## config.mk

```make
export PLATFORM = sky130hd
export DESIGN_NAME = pbr_top
export DESIGN_NICKNAME = d
export VERILOG_FILES = /design/src/inc/pbr_pkg.sv /design/src/rtl/pbr_debounce.sv /design/src/rtl/pbr_top.sv
export SDC_FILE = /design/constraint.sdc
export NUM_CORES = 1
export LEC_CHECK = 0
export BUFFER_PORTS_ARGS = -buffer_cell sky130_fd_sc_hd__buf_4
export CORE_UTILIZATION = 55
export CTS_CLUSTER_DIAMETER = 200
export DETAILED_ROUTE_END_ITERATION = 7
export HOLD_SLACK_MARGIN = 0.15
export PLACE_DENSITY_LB_ADDON = 0.1
export SLEW_MARGIN = 20
export SYNTH_ARGS = -nofsm -noshare
export SYNTH_HDL_FRONTEND = slang
export SYNTH_HIERARCHICAL = 1
export SYNTH_SLANG_ARGS = --single-unit
```

## constraint.sdc

```tcl
create_clock -name clock_i -period 2.4 [get_ports clock_i]
set_input_delay 0.36 -clock clock_i [delete_from_list [all_inputs] [get_ports clock_i]]
set_output_delay 0.36 -clock clock_i [all_outputs]
set_load 0.03 [all_outputs]
```

## src/inc/pbr_pkg.sv

```systemverilog
// Constants and state encoding for the push-button reset control block
//
// Functional notes
// - The button input serves both power enable and, when pulled hard to ground, manual reset.
// - An internal timer measures each manual-reset press and its length picks the action.
// - A press under 4 s pulls processor reset low at once until release plus the reset time-out.
// - A soft reset sets the soft-reset flag, which clears to 0 when software reads it.
// - A press over 4 s power-cycles the system, turning every regulator off then on again.
// - A power cycle sets the power-cycle flag, which clears to 0 when software reads it.
// - The button-state output is pulled low while the button is asserted, else left floating.
// - At startup processor reset is held low until the reset time-out expires.
// - The interrupt output is pulled low while any unmasked interrupt condition stands.
// - Interrupt sources are masked after reset and are unmasked one by one by the host.
// - A resistor-coupled button press starts the power-on enable sequence.
// - Power-hold must be high before the button is released or the boot aborts; it keeps power on.
// - With watchdog soft-reset enabled, a 4 s watchdog restarted by each host access soft-resets.
package pbr_pkg;

  // ----------------------------------------------------------------
  // Timing
  // ----------------------------------------------------------------
  localparam longint unsigned PBR_CLK_HZ = 64'd125_000_000;
  localparam longint unsigned PBR_LONG_PRESS_S = 64'd4;
  localparam longint unsigned PBR_WATCHDOG_S = 64'd4;
  localparam longint unsigned PBR_DEBOUNCE_MS = 64'd20;
  localparam int unsigned PBR_LONG_PRESS_CYCLES = 32'(PBR_LONG_PRESS_S * PBR_CLK_HZ);
  localparam int unsigned PBR_WATCHDOG_CYCLES = 32'(PBR_WATCHDOG_S * PBR_CLK_HZ);
  localparam int unsigned PBR_DEBOUNCE_CYCLES = 32'((PBR_DEBOUNCE_MS * PBR_CLK_HZ) / 64'd1000);
  localparam int unsigned PBR_RESET_TIMEOUT_CYCLES = 32'd1000;
  localparam int unsigned PBR_CYCLE_OFF_CYCLES = 32'd1000;

  // ----------------------------------------------------------------
  // Interrupt sources and input channels
  // ----------------------------------------------------------------
  localparam int unsigned PBR_IRQ_SOFT_RESET = 0;
  localparam int unsigned PBR_IRQ_POWER_CYCLE = 1;
  localparam int unsigned PBR_IRQ_COUNT = 2;
  localparam logic [1:0] PBR_UNMASK_RESET = 2'h0;
  localparam int unsigned PBR_CH_PRESS = 0;
  localparam int unsigned PBR_CH_HARD = 1;
  localparam int unsigned PBR_CH_COUNT = 2;

  // ----------------------------------------------------------------
  // Sequencer states
  // ----------------------------------------------------------------
  typedef enum logic [5:0] {
    PBR_ST_OFF = 6'h01,
    PBR_ST_BOOT = 6'h02,
    PBR_ST_ON = 6'h04,
    PBR_ST_PRESS = 6'h08,
    PBR_ST_RESET_HOLD = 6'h10,
    PBR_ST_CYCLE_OFF = 6'h20
  } pbr_state_t;

endpackage : pbr_pkg

```

## src/rtl/pbr_debounce.sv

```systemverilog
// Debounce filter for one synchronised active-low level
module pbr_debounce
  import pbr_pkg::*;
#(
  parameter int unsigned CYCLES = PBR_DEBOUNCE_CYCLES
) (
  input wire logic clock_i,
  input wire logic rst_i,
  input wire logic level_n_i,
  output logic level_n_o
);

  logic [31:0] count;

  // ----------------------------------------------------------------
  // Accept a new level only after it has stood for CYCLES cycles
  // ----------------------------------------------------------------
  always_ff @(posedge clock_i) begin
    if (rst_i) begin
      count <= 32'h0;
      level_n_o <= 1'b1;
    end else if (level_n_i == level_n_o) begin
      count <= 32'h0;
    end else if (count >= CYCLES - 32'd1) begin
      count <= 32'h0;
      level_n_o <= level_n_i;
    end else begin
      count <= count + 32'h1;
    end
  end

endmodule : pbr_debounce

```

## src/rtl/pbr_top.sv

```systemverilog
// Push-button power sequencing and manual reset supervisor
module pbr_top
  import pbr_pkg::*;
#(
  parameter int unsigned LONG_PRESS_CYCLES = PBR_LONG_PRESS_CYCLES,
  parameter int unsigned WATCHDOG_CYCLES = PBR_WATCHDOG_CYCLES,
  parameter int unsigned DEBOUNCE_CYCLES = PBR_DEBOUNCE_CYCLES,
  parameter int unsigned RESET_TIMEOUT_CYCLES = PBR_RESET_TIMEOUT_CYCLES,
  parameter int unsigned CYCLE_OFF_CYCLES = PBR_CYCLE_OFF_CYCLES
) (
  input wire logic clock_i,
  input wire logic rst_i,
  input wire logic push_button_in_n_i,
  input wire logic hard_press_in_n_i,
  input wire logic power_hold_in_i,
  input wire logic power_enable_in_i,
  input wire logic watchdog_soft_reset_enable_i,
  input wire logic host_access_i,
  input wire logic soft_reset_flag_read_i,
  input wire logic power_cycle_flag_read_i,
  input wire logic unmask_write_i,
  input wire logic [1:0] unmask_data_i,
  output logic button_state_out_n_o,
  output logic button_state_out_n_oe_o,
  output logic processor_reset_out_n_o,
  output logic processor_reset_out_n_oe_o,
  output logic interrupt_request_out_n_o,
  output logic interrupt_request_out_n_oe_o,
  output logic soft_reset_flag_o,
  output logic power_cycle_flag_o,
  output logic [1:0] unmask_o,
  output logic regulators_enable_o,
  output logic sleep_rails_enable_o
);

  // ----------------------------------------------------------------
  // Declarations
  // ----------------------------------------------------------------
  logic [PBR_CH_COUNT-1:0] raw_n;
  logic [PBR_CH_COUNT-1:0] sync1_n;
  logic [PBR_CH_COUNT-1:0] sync2_n;
  logic [PBR_CH_COUNT-1:0] clean_n;
  logic pressed;
  logic hard;
  pbr_state_t state;
  pbr_state_t next_state;
  logic [31:0] count;
  logic [31:0] wdog_count;
  logic wdog_expire;
  logic timeout_done;
  logic long_done;
  logic off_done;
  logic set_soft;
  logic set_cycle;
  logic [1:0] level_sync1;
  logic [1:0] level_sync2;
  logic hold_synced;
  logic enable_synced;

  assign raw_n = {hard_press_in_n_i, push_button_in_n_i};

  // ----------------------------------------------------------------
  // Pin synchronisers
  // ----------------------------------------------------------------
  always_ff @(posedge clock_i) begin
    if (rst_i) begin
      sync1_n <= '1;
      sync2_n <= '1;
    end else begin
      sync1_n <= raw_n;
      sync2_n <= sync1_n;
    end
  end

  // ----------------------------------------------------------------
  // Level input synchronisers
  // ----------------------------------------------------------------
  always_ff @(posedge clock_i) begin
    if (rst_i) begin
      level_sync1 <= 2'h0;
      level_sync2 <= 2'h0;
    end else begin
      level_sync1 <= {power_enable_in_i, power_hold_in_i};
      level_sync2 <= level_sync1;
    end
  end

  assign hold_synced = level_sync2[0];
  assign enable_synced = level_sync2[1];

  // ----------------------------------------------------------------
  // Debounce each channel
  // ----------------------------------------------------------------
  generate
    for (genvar ch = 0; ch < PBR_CH_COUNT; ch++) begin : g_deb
      pbr_debounce #(
        .CYCLES(DEBOUNCE_CYCLES)
      ) u_deb (
        .clock_i(clock_i),
        .rst_i(rst_i),
        .level_n_i(sync2_n[ch]),
        .level_n_o(clean_n[ch])
      );
    end
  endgenerate

  // A hard press is also a press; the resistor path alone is a plain press
  assign pressed = ~clean_n[PBR_CH_PRESS] | ~clean_n[PBR_CH_HARD];
  assign hard = ~clean_n[PBR_CH_HARD];

  // ----------------------------------------------------------------
  // Timer end conditions
  // ----------------------------------------------------------------
  assign timeout_done = count >= RESET_TIMEOUT_CYCLES - 32'd1;
  assign long_done = count >= LONG_PRESS_CYCLES - 32'd1;
  assign off_done = count >= CYCLE_OFF_CYCLES - 32'd1;
  assign wdog_expire = watchdog_soft_reset_enable_i && !host_access_i
    && wdog_count >= WATCHDOG_CYCLES - 32'd1;

  // ----------------------------------------------------------------
  // Sequencer next state
  // ----------------------------------------------------------------
  always_comb begin
    next_state = state;
    set_soft = 1'b0;
    set_cycle = 1'b0;
    unique case (state)
      PBR_ST_OFF: begin
        if (pressed && !hard) begin
          next_state = PBR_ST_BOOT;
        end
      end
      PBR_ST_BOOT: begin
        if (!pressed) begin
          if (hold_synced) begin
            next_state = PBR_ST_RESET_HOLD;
          end else begin
            next_state = PBR_ST_OFF;
          end
        end
      end
      PBR_ST_ON: begin
        if (!hold_synced) begin
          next_state = PBR_ST_OFF;
        end else if (hard) begin
          next_state = PBR_ST_PRESS;
        end else if (wdog_expire) begin
          next_state = PBR_ST_RESET_HOLD;
          set_soft = 1'b1;
        end
      end
      PBR_ST_PRESS: begin
        if (long_done) begin
          next_state = PBR_ST_CYCLE_OFF;
        end else if (!pressed) begin
          next_state = PBR_ST_RESET_HOLD;
          set_soft = 1'b1;
        end
      end
      PBR_ST_RESET_HOLD: begin
        if (!pressed && timeout_done) begin
          next_state = PBR_ST_ON;
        end
      end
      PBR_ST_CYCLE_OFF: begin
        if (off_done) begin
          next_state = PBR_ST_RESET_HOLD;
          set_cycle = 1'b1;
        end
      end
      default: begin
        next_state = PBR_ST_OFF;
      end
    endcase
  end

  // ----------------------------------------------------------------
  // State register
  // ----------------------------------------------------------------
  always_ff @(posedge clock_i) begin
    if (rst_i) begin
      state <= PBR_ST_OFF;
    end else begin
      state <= next_state;
    end
  end

  // ----------------------------------------------------------------
  // Shared duration timer
  // ----------------------------------------------------------------
  always_ff @(posedge clock_i) begin
    if (rst_i) begin
      count <= 32'h0;
    end else if (next_state != state) begin
      count <= 32'h0;
    end else if (state == PBR_ST_RESET_HOLD && pressed) begin
      count <= 32'h0;
    end else if (count != 32'hffffffff) begin
      count <= count + 32'h1;
    end
  end

  // ----------------------------------------------------------------
  // Watchdog
  // ----------------------------------------------------------------
  always_ff @(posedge clock_i) begin
    if (rst_i) begin
      wdog_count <= 32'h0;
    end else if (!watchdog_soft_reset_enable_i || host_access_i || state != PBR_ST_ON) begin
      wdog_count <= 32'h0;
    end else if (wdog_expire) begin
      wdog_count <= 32'h0;
    end else begin
      wdog_count <= wdog_count + 32'h1;
    end
  end

  // ----------------------------------------------------------------
  // Status flags, set wins over read clear
  // ----------------------------------------------------------------
  always_ff @(posedge clock_i) begin
    if (rst_i) begin
      soft_reset_flag_o <= 1'b0;
    end else if (set_soft) begin
      soft_reset_flag_o <= 1'b1;
    end else if (soft_reset_flag_read_i) begin
      soft_reset_flag_o <= 1'b0;
    end
  end

  always_ff @(posedge clock_i) begin
    if (rst_i) begin
      power_cycle_flag_o <= 1'b0;
    end else if (set_cycle) begin
      power_cycle_flag_o <= 1'b1;
    end else if (power_cycle_flag_read_i) begin
      power_cycle_flag_o <= 1'b0;
    end
  end

  // ----------------------------------------------------------------
  // Interrupt unmask bits
  // ----------------------------------------------------------------
  always_ff @(posedge clock_i) begin
    if (rst_i) begin
      unmask_o <= PBR_UNMASK_RESET;
    end else if (unmask_write_i) begin
      unmask_o <= unmask_data_i;
    end
  end

  // ----------------------------------------------------------------
  // Open-drain pins, driven value always low
  // ----------------------------------------------------------------
  always_ff @(posedge clock_i) begin
    if (rst_i) begin
      button_state_out_n_o <= 1'b0;
      processor_reset_out_n_o <= 1'b0;
      interrupt_request_out_n_o <= 1'b0;
    end else begin
      button_state_out_n_o <= 1'b0;
      processor_reset_out_n_o <= 1'b0;
      interrupt_request_out_n_o <= 1'b0;
    end
  end

  always_ff @(posedge clock_i) begin
    if (rst_i) begin
      button_state_out_n_oe_o <= 1'b0;
    end else begin
      button_state_out_n_oe_o <= pressed;
    end
  end

  always_ff @(posedge clock_i) begin
    if (rst_i) begin
      processor_reset_out_n_oe_o <= 1'b1;
    end else begin
      processor_reset_out_n_oe_o <= next_state != PBR_ST_ON;
    end
  end

  always_ff @(posedge clock_i) begin
    if (rst_i) begin
      interrupt_request_out_n_oe_o <= 1'b0;
    end else begin
      interrupt_request_out_n_oe_o <=
        (soft_reset_flag_o & unmask_o[PBR_IRQ_SOFT_RESET])
        | (power_cycle_flag_o & unmask_o[PBR_IRQ_POWER_CYCLE]);
    end
  end

  // ----------------------------------------------------------------
  // Regulator enables
  // ----------------------------------------------------------------
  always_ff @(posedge clock_i) begin
    if (rst_i) begin
      regulators_enable_o <= 1'b0;
      sleep_rails_enable_o <= 1'b0;
    end else begin
      regulators_enable_o <= next_state != PBR_ST_OFF && next_state != PBR_ST_CYCLE_OFF;
      sleep_rails_enable_o <= enable_synced && next_state != PBR_ST_OFF
        && next_state != PBR_ST_CYCLE_OFF;
    end
  end

endmodule : pbr_top

```

==> impl_results.html, run 1 <==
<table>
<tr><th>Metric</th><th>Value</th></tr>
<tr><th colspan="2">Global route</th></tr>
<tr><td>Initial antenna violation count</td><td>0</td></tr>
<tr><td>Largest net degree at the start of global routing</td><td>34</td></tr>
<tr><td>Overall global routing resource usage</td><td>24.8%</td></tr>
<tr><td>Vias in the first global route</td><td>6117</td></tr>
<tr><td>Remaining global-route overflow</td><td>0</td></tr>
<tr><td>Global-route wire length before repair</td><td>around 28000 µm</td></tr>
<tr><th colspan="2">Setup path</th></tr>
<tr><td>Crit path required time</td><td>2.75 ns</td></tr>
<tr><td>Kind of start point of the critical path</td><td>flop</td></tr>
<tr><td>Max stage delay on crit path</td><td>around 0.53 ns</td></tr>
<tr><td>Endpoint type of the worst setup path</td><td>flop</td></tr>
<tr><td>Data arrival time of the critical path</td><td>2.73 ns</td></tr>
<tr><td>Critical-path maximum fanout</td><td>18</td></tr>
<tr><td>CP Cell Sequence</td><td>or4_4 &gt; or2_4 &gt; nor3_4 &gt; a21oi_2 &gt; a2111o_1 &gt; buf_12 &gt; nor3_2</td></tr>
<tr><td>Slowest library cell on the worst path</td><td>sky130_fd_sc_hd__or4_4</td></tr>
<tr><td>Critical path class</td><td>reg -&gt; reg</td></tr>
<tr><th colspan="2">Floorplanning</th></tr>
<tr><td>Die outline area</td><td>between 10000 and 15000 µm²</td></tr>
<tr><td>Initial Utilization</td><td>around 57%</td></tr>
<tr><td>Placeable Area</td><td>12800 µm²</td></tr>
<tr><td>I/O pins</td><td>25</td></tr>
<tr><td>Row Count</td><td>41</td></tr>
<tr><td>Die X</td><td>117 µm</td></tr>
<tr><td>Height of the chip</td><td>117 µm</td></tr>
<tr><th colspan="2">Logic synthesis</th></tr>
<tr><td>Count of mapped cells out of synthesis</td><td>between 800 and 900</td></tr>
<tr><td>Predominant post-synthesis flop cell</td><td>sky130_fd_sc_hd__dfxtp_1</td></tr>
<tr><td>Flops &amp; latches, synth</td><td>between 150 and 200</td></tr>
<tr><td>Top cell type's share of synthesized area</td><td>between 40% and 50%</td></tr>
<tr><td>Number of distinct library cells after synthesis</td><td>68</td></tr>
<tr><td>Cell taking the most area after synthesis</td><td>sky130_fd_sc_hd__dfxtp_1</td></tr>
<tr><td>Mean instance size in the synthesized netlist</td><td>8.92 µm²</td></tr>
<tr><td>Number of enable flip-flop cells after synthesis</td><td>0</td></tr>
<tr><td>Area of the mapped netlist</td><td>7320 µm²</td></tr>
<tr><td>Async set-reset flop share out of synthesis</td><td>0%</td></tr>
<tr><td>Sequential-to-total area share from yosys stat</td><td>41.8%</td></tr>
<tr><td>Synth warnings</td><td>6</td></tr>
<tr><td>Synth area leaders</td><td>sky130_fd_sc_hd__dfxtp_1 42%, sky130_fd_sc_hd__xor2_1 5.9%, sky130_fd_sc_hd__nor2_1 5.5%</td></tr>
<tr><th colspan="2">Drt</th></tr>
<tr><td>Post-DRT Antenna Nets</td><td>0</td></tr>
<tr><td>Total vias in the final route</td><td>6365</td></tr>
<tr><td>Post-DR wirelength/cell</td><td>around 16 µm</td></tr>
<tr><td>WL final</td><td>17100 µm</td></tr>
<tr><td>Number of remaining DRC errors</td><td>0</td></tr>
<tr><td>Drt first-iter violations</td><td>447</td></tr>
<tr><td>Detailed Routing Iterations Pass 1</td><td>5</td></tr>
<tr><td>Via density per instance</td><td>5.94</td></tr>
<tr><th colspan="2">Finish</th></tr>
<tr><td>Antenna diode count</td><td>0</td></tr>
<tr><td>Total Nets Final</td><td>907</td></tr>
<tr><td>Share of the core filled with cells</td><td>68.2%</td></tr>
<tr><td>Share of post-route cells with drive strength above 1</td><td>between 10% and 20%</td></tr>
<tr><td>Summed area of non-filler cells in the final layout</td><td>between 8000 and 9000 µm²</td></tr>
<tr><td>Area growth, synth to finish</td><td>19.1%</td></tr>
<tr><th colspan="2">Timing</th></tr>
<tr><td>Number of hold-slack violations in the final timing report</td><td>0</td></tr>
<tr><td>Unrepaired setup endpoints after global routing</td><td>yes</td></tr>
<tr><td>Maximum clock skew at final layout</td><td>0.00518 ns</td></tr>
<tr><td>Final period utilization</td><td>99.4%</td></tr>
<tr><td>Final worst-path setup slack</td><td>0.0147 ns</td></tr>
<tr><td>Slew margin rel.</td><td>53.0%</td></tr>
<tr><td>Peak clock frequency supported by timing</td><td>419 MHz</td></tr>
<tr><td>Slew at the pin with the worst max-slew slack</td><td>0.698 ns</td></tr>
<tr><td>Final-layout worst hold slack</td><td>between 0.15 and 0.2 ns</td></tr>
<tr><td>Final Setup Violations</td><td>0</td></tr>
<tr><td>Total count of max-transition violations in the final report</td><td>0</td></tr>
<tr><td>Min Tclk post-route</td><td>2.39 ns</td></tr>
<tr><th colspan="2">Power and ir drop</th></tr>
<tr><td>Static Leakage</td><td>3.15 nW</td></tr>
<tr><td>Peak ir drop on the vdd network</td><td>0.837 mV</td></tr>
<tr><td>Pwr per Cell Area</td><td>649 nW/µm²</td></tr>
<tr><th colspan="2">CTS</th></tr>
<tr><td>Number of CTS-inserted buffers</td><td>17</td></tr>
<tr><td>Clk slew on worst S/H paths</td><td>0.06 ns</td></tr>
<tr><td>Worst-case clock buffer depth</td><td>2</td></tr>
<tr><td>Sink count of the clock tree</td><td>153</td></tr>
<tr><td>Number of H-tree branching levels</td><td>4</td></tr>
<tr><td>Clock tree root buffer cell</td><td>sky130_fd_sc_hd__clkbuf_16</td></tr>
<tr><td>Clock tree from TritonCTS</td><td>done</td></tr>
<tr><td>Insertion delay to the later sink of the worst-skew pair</td><td>between 0.4 and 0.5 ns</td></tr>
<tr><th colspan="2">Placed design</th></tr>
<tr><td>Placement Cell Area</td><td>about 7900 µm²</td></tr>
<tr><td>Post-Place Worst Slack</td><td>-0.0219 ns</td></tr>
<tr><td>Count of port buffers added during placement</td><td>21</td></tr>
<tr><td>Detailed placement HPWL</td><td>11600 µm</td></tr>
<tr><td>Routability congestion estimate from global placement</td><td>0.883</td></tr>
<tr><th colspan="2">Outcome</th></tr>
<tr><td>Status</td><td>finished clean</td></tr>
<tr><th colspan="2">Worst hold path</th></tr>
<tr><td>Tightest Hold Check Type</td><td>in -&gt; reg</td></tr>
<tr><th colspan="2">Run</th></tr>
<tr><td>Number of max-capacitance violations reported</td><td>0</td></tr>
</table>
-- timing repair --
item                       CTS  global route
hold endpoints to repair     4             0
hold buffers                 4             0
setup endpoints to repair   19            62
buffers inserted             0             4
gates resized for setup      1            20
pin swaps                    1             4
-- flip-flops by register name, summed over array words and instances (netlist names) --
register and count:
g_deb.u_deb/count 64, count 32, wdog_count 32, state 6, g_deb.u_deb/level_n_o 2, level_sync1 2, level_sync2 2, sync1_n 2
sync2_n 2, unmask_o 2, button_state_out_n_oe_o 1, interrupt_request_out_n_oe_o 1, power_cycle_flag_o 1, processor_reset_out_n_oe_o 1, regulators_enable_o 1, sleep_rails_enable_o 1
soft_reset_flag_o 1
-- synthesized netlist by cell type (13+ instances only) --
| cell type | count |
|---|---|
| sky130_fd_sc_hd__nor3_1 | 19 |
| sky130_fd_sc_hd__o211ai_1 | 23 |
| sky130_fd_sc_hd__dfxtp_1 | 153 |
| sky130_fd_sc_hd__nand2_1 | 43 |
| sky130_fd_sc_hd__nor2_1 | 107 |
| sky130_fd_sc_hd__nand4_1 | 35 |
| sky130_fd_sc_hd__xnor2_1 | 29 |
| sky130_fd_sc_hd__nand3_1 | 63 |
| sky130_fd_sc_hd__nor4_1 | 30 |
| sky130_fd_sc_hd__and4_1 | 17 |
| sky130_fd_sc_hd__and3_1 | 21 |
| sky130_fd_sc_hd__nor3_2 | 31 |
| sky130_fd_sc_hd__o31a_1 | 13 |
| sky130_fd_sc_hd__xor2_1 | 49 |
| sky130_fd_sc_hd__clkbuf_1 | 26 |
-- critical path, delay by kind of cell, from the launching register on --
| kind | cells | cell delay (ns) |
|---|---|---|
| AND/OR/NAND/NOR | 4 | 1.17 |
| flip-flops | 1 | 0.32 |
| AO/OA/AOI/OAI | 2 | 0.59 |
| buffers and inverters | 1 | 0.22 |
-- cells by family after synthesis --
| kind of cell | share of synthesized area, % |
|---|---|
| AND/OR/NAND/NOR | 32.0 |
| flip-flops | 41.8 |
| AO/OA/AOI/OAI | 11.1 |
| XOR/XNOR | 9.33 |
| buffers and inverters | 4.46 |
| adder cells (fa/ha/maj) | 0.684 |
| other | 0.154 |
| multiplexers | 0.427 |
-- layer usage --
metal  global-route usage, %  vias to the layer above  share of wire (%)
met3                    5.64                       45                5.0
met5                       0                        -                  0
met4                    11.1                        0                2.5
li1                        -                     3103                  -
met2                    42.3                      188                 49
met1                    29.6                     3029                 43
-- layout by cell type (no fill, tap or decap), types with 6 or more instances in the layout --
cell / netlist / final
sky130_fd_sc_hd__and3_1: 21 / 20
sky130_fd_sc_hd__or2_2: 6 / 6
sky130_fd_sc_hd__conb_1: 3 / 26
sky130_fd_sc_hd__o31a_1: 13 / 13
sky130_fd_sc_hd__a21oi_1: 12 / 10
sky130_fd_sc_hd__nor3_1: 19 / 18
sky130_fd_sc_hd__nand3_1: 63 / 63
sky130_fd_sc_hd__o21a_1: 7 / 7
sky130_fd_sc_hd__inv_1: 9 / 9
sky130_fd_sc_hd__nand2_1: 43 / 43
sky130_fd_sc_hd__nor2b_1: 6 / 6
sky130_fd_sc_hd__buf_4: 4 / 68
sky130_fd_sc_hd__and4_1: 17 / 17
sky130_fd_sc_hd__nor4_1: 30 / 29
sky130_fd_sc_hd__a31oi_1: 7 / 6
sky130_fd_sc_hd__nand4_1: 35 / 35
sky130_fd_sc_hd__xnor2_1: 29 / 29
sky130_fd_sc_hd__dfxtp_1: 153 / 152
sky130_fd_sc_hd__clkbuf_16: 0 / 17
sky130_fd_sc_hd__o211ai_1: 23 / 23
sky130_fd_sc_hd__xor2_1: 49 / 49
sky130_fd_sc_hd__nor3_2: 31 / 31
sky130_fd_sc_hd__nor2_1: 107 / 107
-- cell type report --
type	instances	area, µm²
multi-input combinational	630	4110
clock inverter	8	171
clock buffer	20	457
tap	172	215
fill	1047	4060
sequential	153	3060
timing repair buffer	79	664
inverter	9	33.8
-- stage by stage --
step	cells	setup TNS, ns	power [mW]
global route	1071	-1.00	5.83
floorplan	844	0	2.76
finish	1071	0	5.65
CTS	1067	0	5.69
detailed placement	1035	-0.0711	2.83
global placement	1035	0	2.82
-- power breakdown --
part           switching [mW]  internal, mW  total [mW]
clock                   0.991          1.87        2.86
combinational           0.106        0.0844       0.191
sequential             0.0182          2.58        2.60
-- worst paths after layout --
path,start,to,cells after the start,slack (ns)
hold / removal,unmask_data_i[1],unmask_o[1],3,0.19
setup reg to reg,count[17],count[21],7,0.01
setup / recovery,count[17],count[21],7,0.01
hold reg to reg,sync1_n[1],sync2_n[1],1,0.41
No activity file was read; power rests on OpenSTA's default activity.
==> inputs of run 2 (changes only) <==
- BUFFER_PORTS_ARGS: -buffer_cell sky130_fd_sc_hd__buf_4 -> unset
- DONT_BUFFER_PORTS: unset -> 1
- clock period: 2.4 -> 2.1 ns (I/O delays scaled with it)
==> run 2 against run 1 <==
The run now ends with setup timing left. Worst hold slack worse by 0.024 ns. Global-route usage is 4.7 points higher. Non-clock buffer count is 83 higher. Highest routed layer unchanged.
==> impl_results.html, run 2 (same netlist as run 1, synthesis figures left out) <==
<table>
<tr><th>Metric</th><th>Value</th></tr>
<tr><th colspan="2">Floorplanning</th></tr>
<tr><td>Height of the chip</td><td>117 µm (unchanged)</td></tr>
<tr><td>Placeable Area</td><td>12800 µm² (unchanged)</td></tr>
<tr><td>I/O pins</td><td>25 (unchanged)</td></tr>
<tr><td>Die X</td><td>117 µm (unchanged)</td></tr>
<tr><td>Row Count</td><td>41 (unchanged)</td></tr>
<tr><td>Initial Utilization</td><td>57.3% (unchanged)</td></tr>
<tr><td>Die outline area</td><td>13800 µm² (unchanged)</td></tr>
<tr><th colspan="2">Global route</th></tr>
<tr><td>Remaining global-route overflow</td><td>0 (unchanged)</td></tr>
<tr><td>Largest net degree at the start of global routing</td><td>28 (was 34)</td></tr>
<tr><td>Global-route wire length before repair</td><td>32900 µm (was 27900 µm)</td></tr>
<tr><td>Vias in the first global route</td><td>6987 (was 6117)</td></tr>
<tr><td>Overall global routing resource usage</td><td>29.5% (was 24.8%)</td></tr>
<tr><td>Initial antenna violation count</td><td>0 (unchanged)</td></tr>
<tr><th colspan="2">Timing</th></tr>
<tr><td>Slew margin rel.</td><td>32.2% (was 53.0%)</td></tr>
<tr><td>Maximum clock skew at final layout</td><td>0.00493 ns (was 0.00518 ns)</td></tr>
<tr><td>Setup Total Neg Slack</td><td>-11.66 ns (was 0 ns)</td></tr>
<tr><td>Final period utilization</td><td>115% (was 99.4%)</td></tr>
<tr><td>Number of hold-slack violations in the final timing report</td><td>0 (unchanged)</td></tr>
<tr><td>Peak clock frequency supported by timing</td><td>414 MHz (was 419 MHz)</td></tr>
<tr><td>Final Setup Violations</td><td>61 (was 0)</td></tr>
<tr><td>Total count of max-transition violations in the final report</td><td>0 (unchanged)</td></tr>
<tr><td>Min Tclk post-route</td><td>2.41 ns (was 2.39 ns)</td></tr>
<tr><td>Slew at the pin with the worst max-slew slack</td><td>1.01 ns (was 0.698 ns)</td></tr>
<tr><td>Final worst-path setup slack</td><td>-0.313 ns (was 0.0147 ns)</td></tr>
<tr><td>Unrepaired setup endpoints after global routing</td><td>yes (unchanged)</td></tr>
<tr><th colspan="2">Drt</th></tr>
<tr><td>Number of remaining DRC errors</td><td>0 (unchanged)</td></tr>
<tr><td>Total vias in the final route</td><td>7160 (was 6365)</td></tr>
<tr><td>Post-DRT Antenna Nets</td><td>0 (unchanged)</td></tr>
<tr><td>Via density per instance</td><td>6.16 (was 5.94)</td></tr>
<tr><td>Detailed Routing Iterations Pass 1</td><td>5 (unchanged)</td></tr>
<tr><td>WL final</td><td>21300 µm (was 17100 µm)</td></tr>
<tr><td>Drt first-iter violations</td><td>617 (was 447)</td></tr>
<tr><td>Post-DR wirelength/cell</td><td>18.3 µm (was 15.9 µm)</td></tr>
<tr><th colspan="2">Finish</th></tr>
<tr><td>Total Nets Final</td><td>996 (was 907)</td></tr>
<tr><td>Largest register FFs</td><td>64 (unchanged)</td></tr>
<tr><td>Share of post-route cells with drive strength above 1</td><td>31.7% (was 18.8%)</td></tr>
<tr><td>Commonest non-fill, non-tap cell in the layout</td><td>sky130_fd_sc_hd__dfxtp_1 (unchanged)</td></tr>
<tr><td>Largest registers</td><td>g_deb.u_deb/count x64, count x32, wdog_count x32 (unchanged)</td></tr>
<tr><td>Antenna diode count</td><td>0 (unchanged)</td></tr>
<tr><td>Area growth, synth to finish</td><td>35.6% (was 19.1%)</td></tr>
<tr><td>Biggest register</td><td>g_deb.u_deb/count (unchanged)</td></tr>
<tr><td>Fill cell instance count of the final layout</td><td>839 (was 1047)</td></tr>
<tr><td>Commonest cells after routing, fill and taps aside</td><td>138 x sky130_fd_sc_hd__dfxtp_1, 131 x sky130_fd_sc_hd__buf_4, 79 x sky130_fd_sc_hd__nor2_1 (was 152 x sky130_fd_sc_hd__dfxtp_1, 107 x sky130_fd_sc_hd__nor2_1, 68 x sky130_fd_sc_hd__buf_4)</td></tr>
<tr><th colspan="2">Setup path</th></tr>
<tr><td>Critical-path maximum fanout</td><td>5 (was 18)</td></tr>
<tr><td>Cell with the most instances on the worst path</td><td>sky130_fd_sc_hd__nor3_4</td></tr>
<tr><td>Kind of start point of the critical path</td><td>flop (unchanged)</td></tr>
<tr><td>Data arrival time of the critical path</td><td>2.77 ns (was 2.73 ns)</td></tr>
<tr><td>Crit path required time</td><td>2.46 ns (was 2.75 ns)</td></tr>
<tr><td>CP Cell Sequence</td><td>or4_4 &gt; or2_4 &gt; nor3_4 &gt; a21oi_2 &gt; a2111o_1 &gt; buf_6 &gt; clkbuf_16 &gt; nor3_4 (was or4_4 &gt; or2_4 &gt; nor3_4 &gt; a21oi_2 &gt; a2111o_1 &gt; buf_12 &gt; nor3_2)</td></tr>
<tr><td>Slowest library cell on the worst path</td><td>sky130_fd_sc_hd__or4_4 (unchanged)</td></tr>
<tr><td>Max stage delay on crit path</td><td>0.53 ns (about the same)</td></tr>
<tr><td>Critical path class</td><td>reg -&gt; reg (unchanged)</td></tr>
<tr><td>Endpoint type of the worst setup path</td><td>flop (unchanged)</td></tr>
<tr><th colspan="2">CTS</th></tr>
<tr><td>Sink count of the clock tree</td><td>153 (unchanged)</td></tr>
<tr><td>Insertion delay to the later sink of the worst-skew pair</td><td>0.43 ns (was 0.42 ns)</td></tr>
<tr><td>Worst-case clock buffer depth</td><td>2 (unchanged)</td></tr>
<tr><td>Clk slew on worst S/H paths</td><td>0.06 ns (about the same)</td></tr>
<tr><td>Number of CTS-inserted buffers</td><td>17 (unchanged)</td></tr>
<tr><td>Number of H-tree branching levels</td><td>4 (unchanged)</td></tr>
<tr><td>Clock tree root buffer cell</td><td>sky130_fd_sc_hd__clkbuf_16 (unchanged)</td></tr>
<tr><td>Clock tree from TritonCTS</td><td>done (unchanged)</td></tr>
<tr><th colspan="2">Placed design</th></tr>
<tr><td>Routability congestion estimate from global placement</td><td>0.901 (was 0.883)</td></tr>
<tr><td>Post-Place Worst Slack</td><td>-0.246 ns (was -0.0219 ns)</td></tr>
<tr><td>Detailed placement HPWL</td><td>12700 µm (was 11600 µm)</td></tr>
<tr><td>Count of port buffers added during placement</td><td>0 (was 21)</td></tr>
<tr><th colspan="2">Outcome</th></tr>
<tr><td>Failing checks</td><td>setup timing</td></tr>
<tr><td>Status</td><td>finished with violations (was finished clean)</td></tr>
<tr><th colspan="2">Power and ir drop</th></tr>
<tr><td>Pwr per Cell Area</td><td>630 nW/µm² (was 649 nW/µm²)</td></tr>
<tr><td>Static Leakage</td><td>3.57 nW (was 3.15 nW)</td></tr>
<tr><td>Peak ir drop on the vdd network</td><td>0.611 mV (was 0.837 mV)</td></tr>
<tr><th colspan="2">Worst hold path</th></tr>
<tr><td>Tightest Hold Check Type</td><td>in -&gt; reg (unchanged)</td></tr>
<tr><th colspan="2">Run</th></tr>
<tr><td>Number of max-capacitance violations reported</td><td>0 (unchanged)</td></tr>
</table>
## run 2: cell count changes in the layout (fill, tap and decap cells not counted), sizes merged
cell,change
bufbuf,+1
clkbuf,+1
bufinv,-3
clkinv,+3
buf,+71
inv,+4
clkinvlp,+1
or4,+6
dlygate4sd3,+8
## run 2: critical path: cells and delay by family (launching register included)
kind | cells | cell delay [ns]
buf+inv | 2 | 0.35
simple gates | 4 | 1.09
compound gates | 2 | 0.58
flops | 1 | 0.32
## run 2: worst paths after layout
kind	start	to	slack, ns	cells past startpoint
min	rst_i	g_deb[0].u_deb/count[11]	0.16	2
max	count[17]	count[22]	-0.31	8
min reg2reg	sync1_n[0]	sync2_n[0]	0.42	1
max reg2reg	count[17]	count[22]	-0.31	8
## run 2: cell type report
cell class	instances	area (µm²)	share of cell area, %
well taps	172	215	2.17
repair buffers	162	1450	14.6
clock inverters	13	141	1.42
flip-flops and latches	153	3080	31.1
inverters	9	33.8	0.340
multi-input cells	636	4560	46.0
clock buffers	18	439	4.43
## run 2: layer usage
metal  global-route usage, %  share of wire (%)
met5                       0                  0
met4                    15.2                3.3
met3                    5.35                5.1
met2                    52.3                 52
met1                    33.8                 39
## run 2: stage by stage
stage               util (%)  hold WS (ns)  std cells  power (mW)  cell area, µm²
floorplan                  -         0.389        844        3.16            7430
global placement        65.9         0.391       1098        3.19            8420
detailed placement      65.9         0.392       1098        3.20            8420
CTS                     73.7         0.152       1153        6.26            9420
global route            77.7         0.151       1163        6.45            9920
finish                  77.7         0.161       1163        6.25            9920
## run 2: power breakdown
group          internal, mW  total (mW)  switching [mW]
sequential             2.95        2.98          0.0357
combinational         0.113       0.245           0.132
clock                  1.78        3.02            1.24
total                  4.84        6.25            1.41
## run 2: timing repair
item,in CTS,in global routing
setup endpoints to repair,110,94
gates resized for setup,37,90
cloned,8,6
endpoints found under the hold margin,48,15
hold buffers,11,1
setup buffers,5,4
pin swaps,9,74
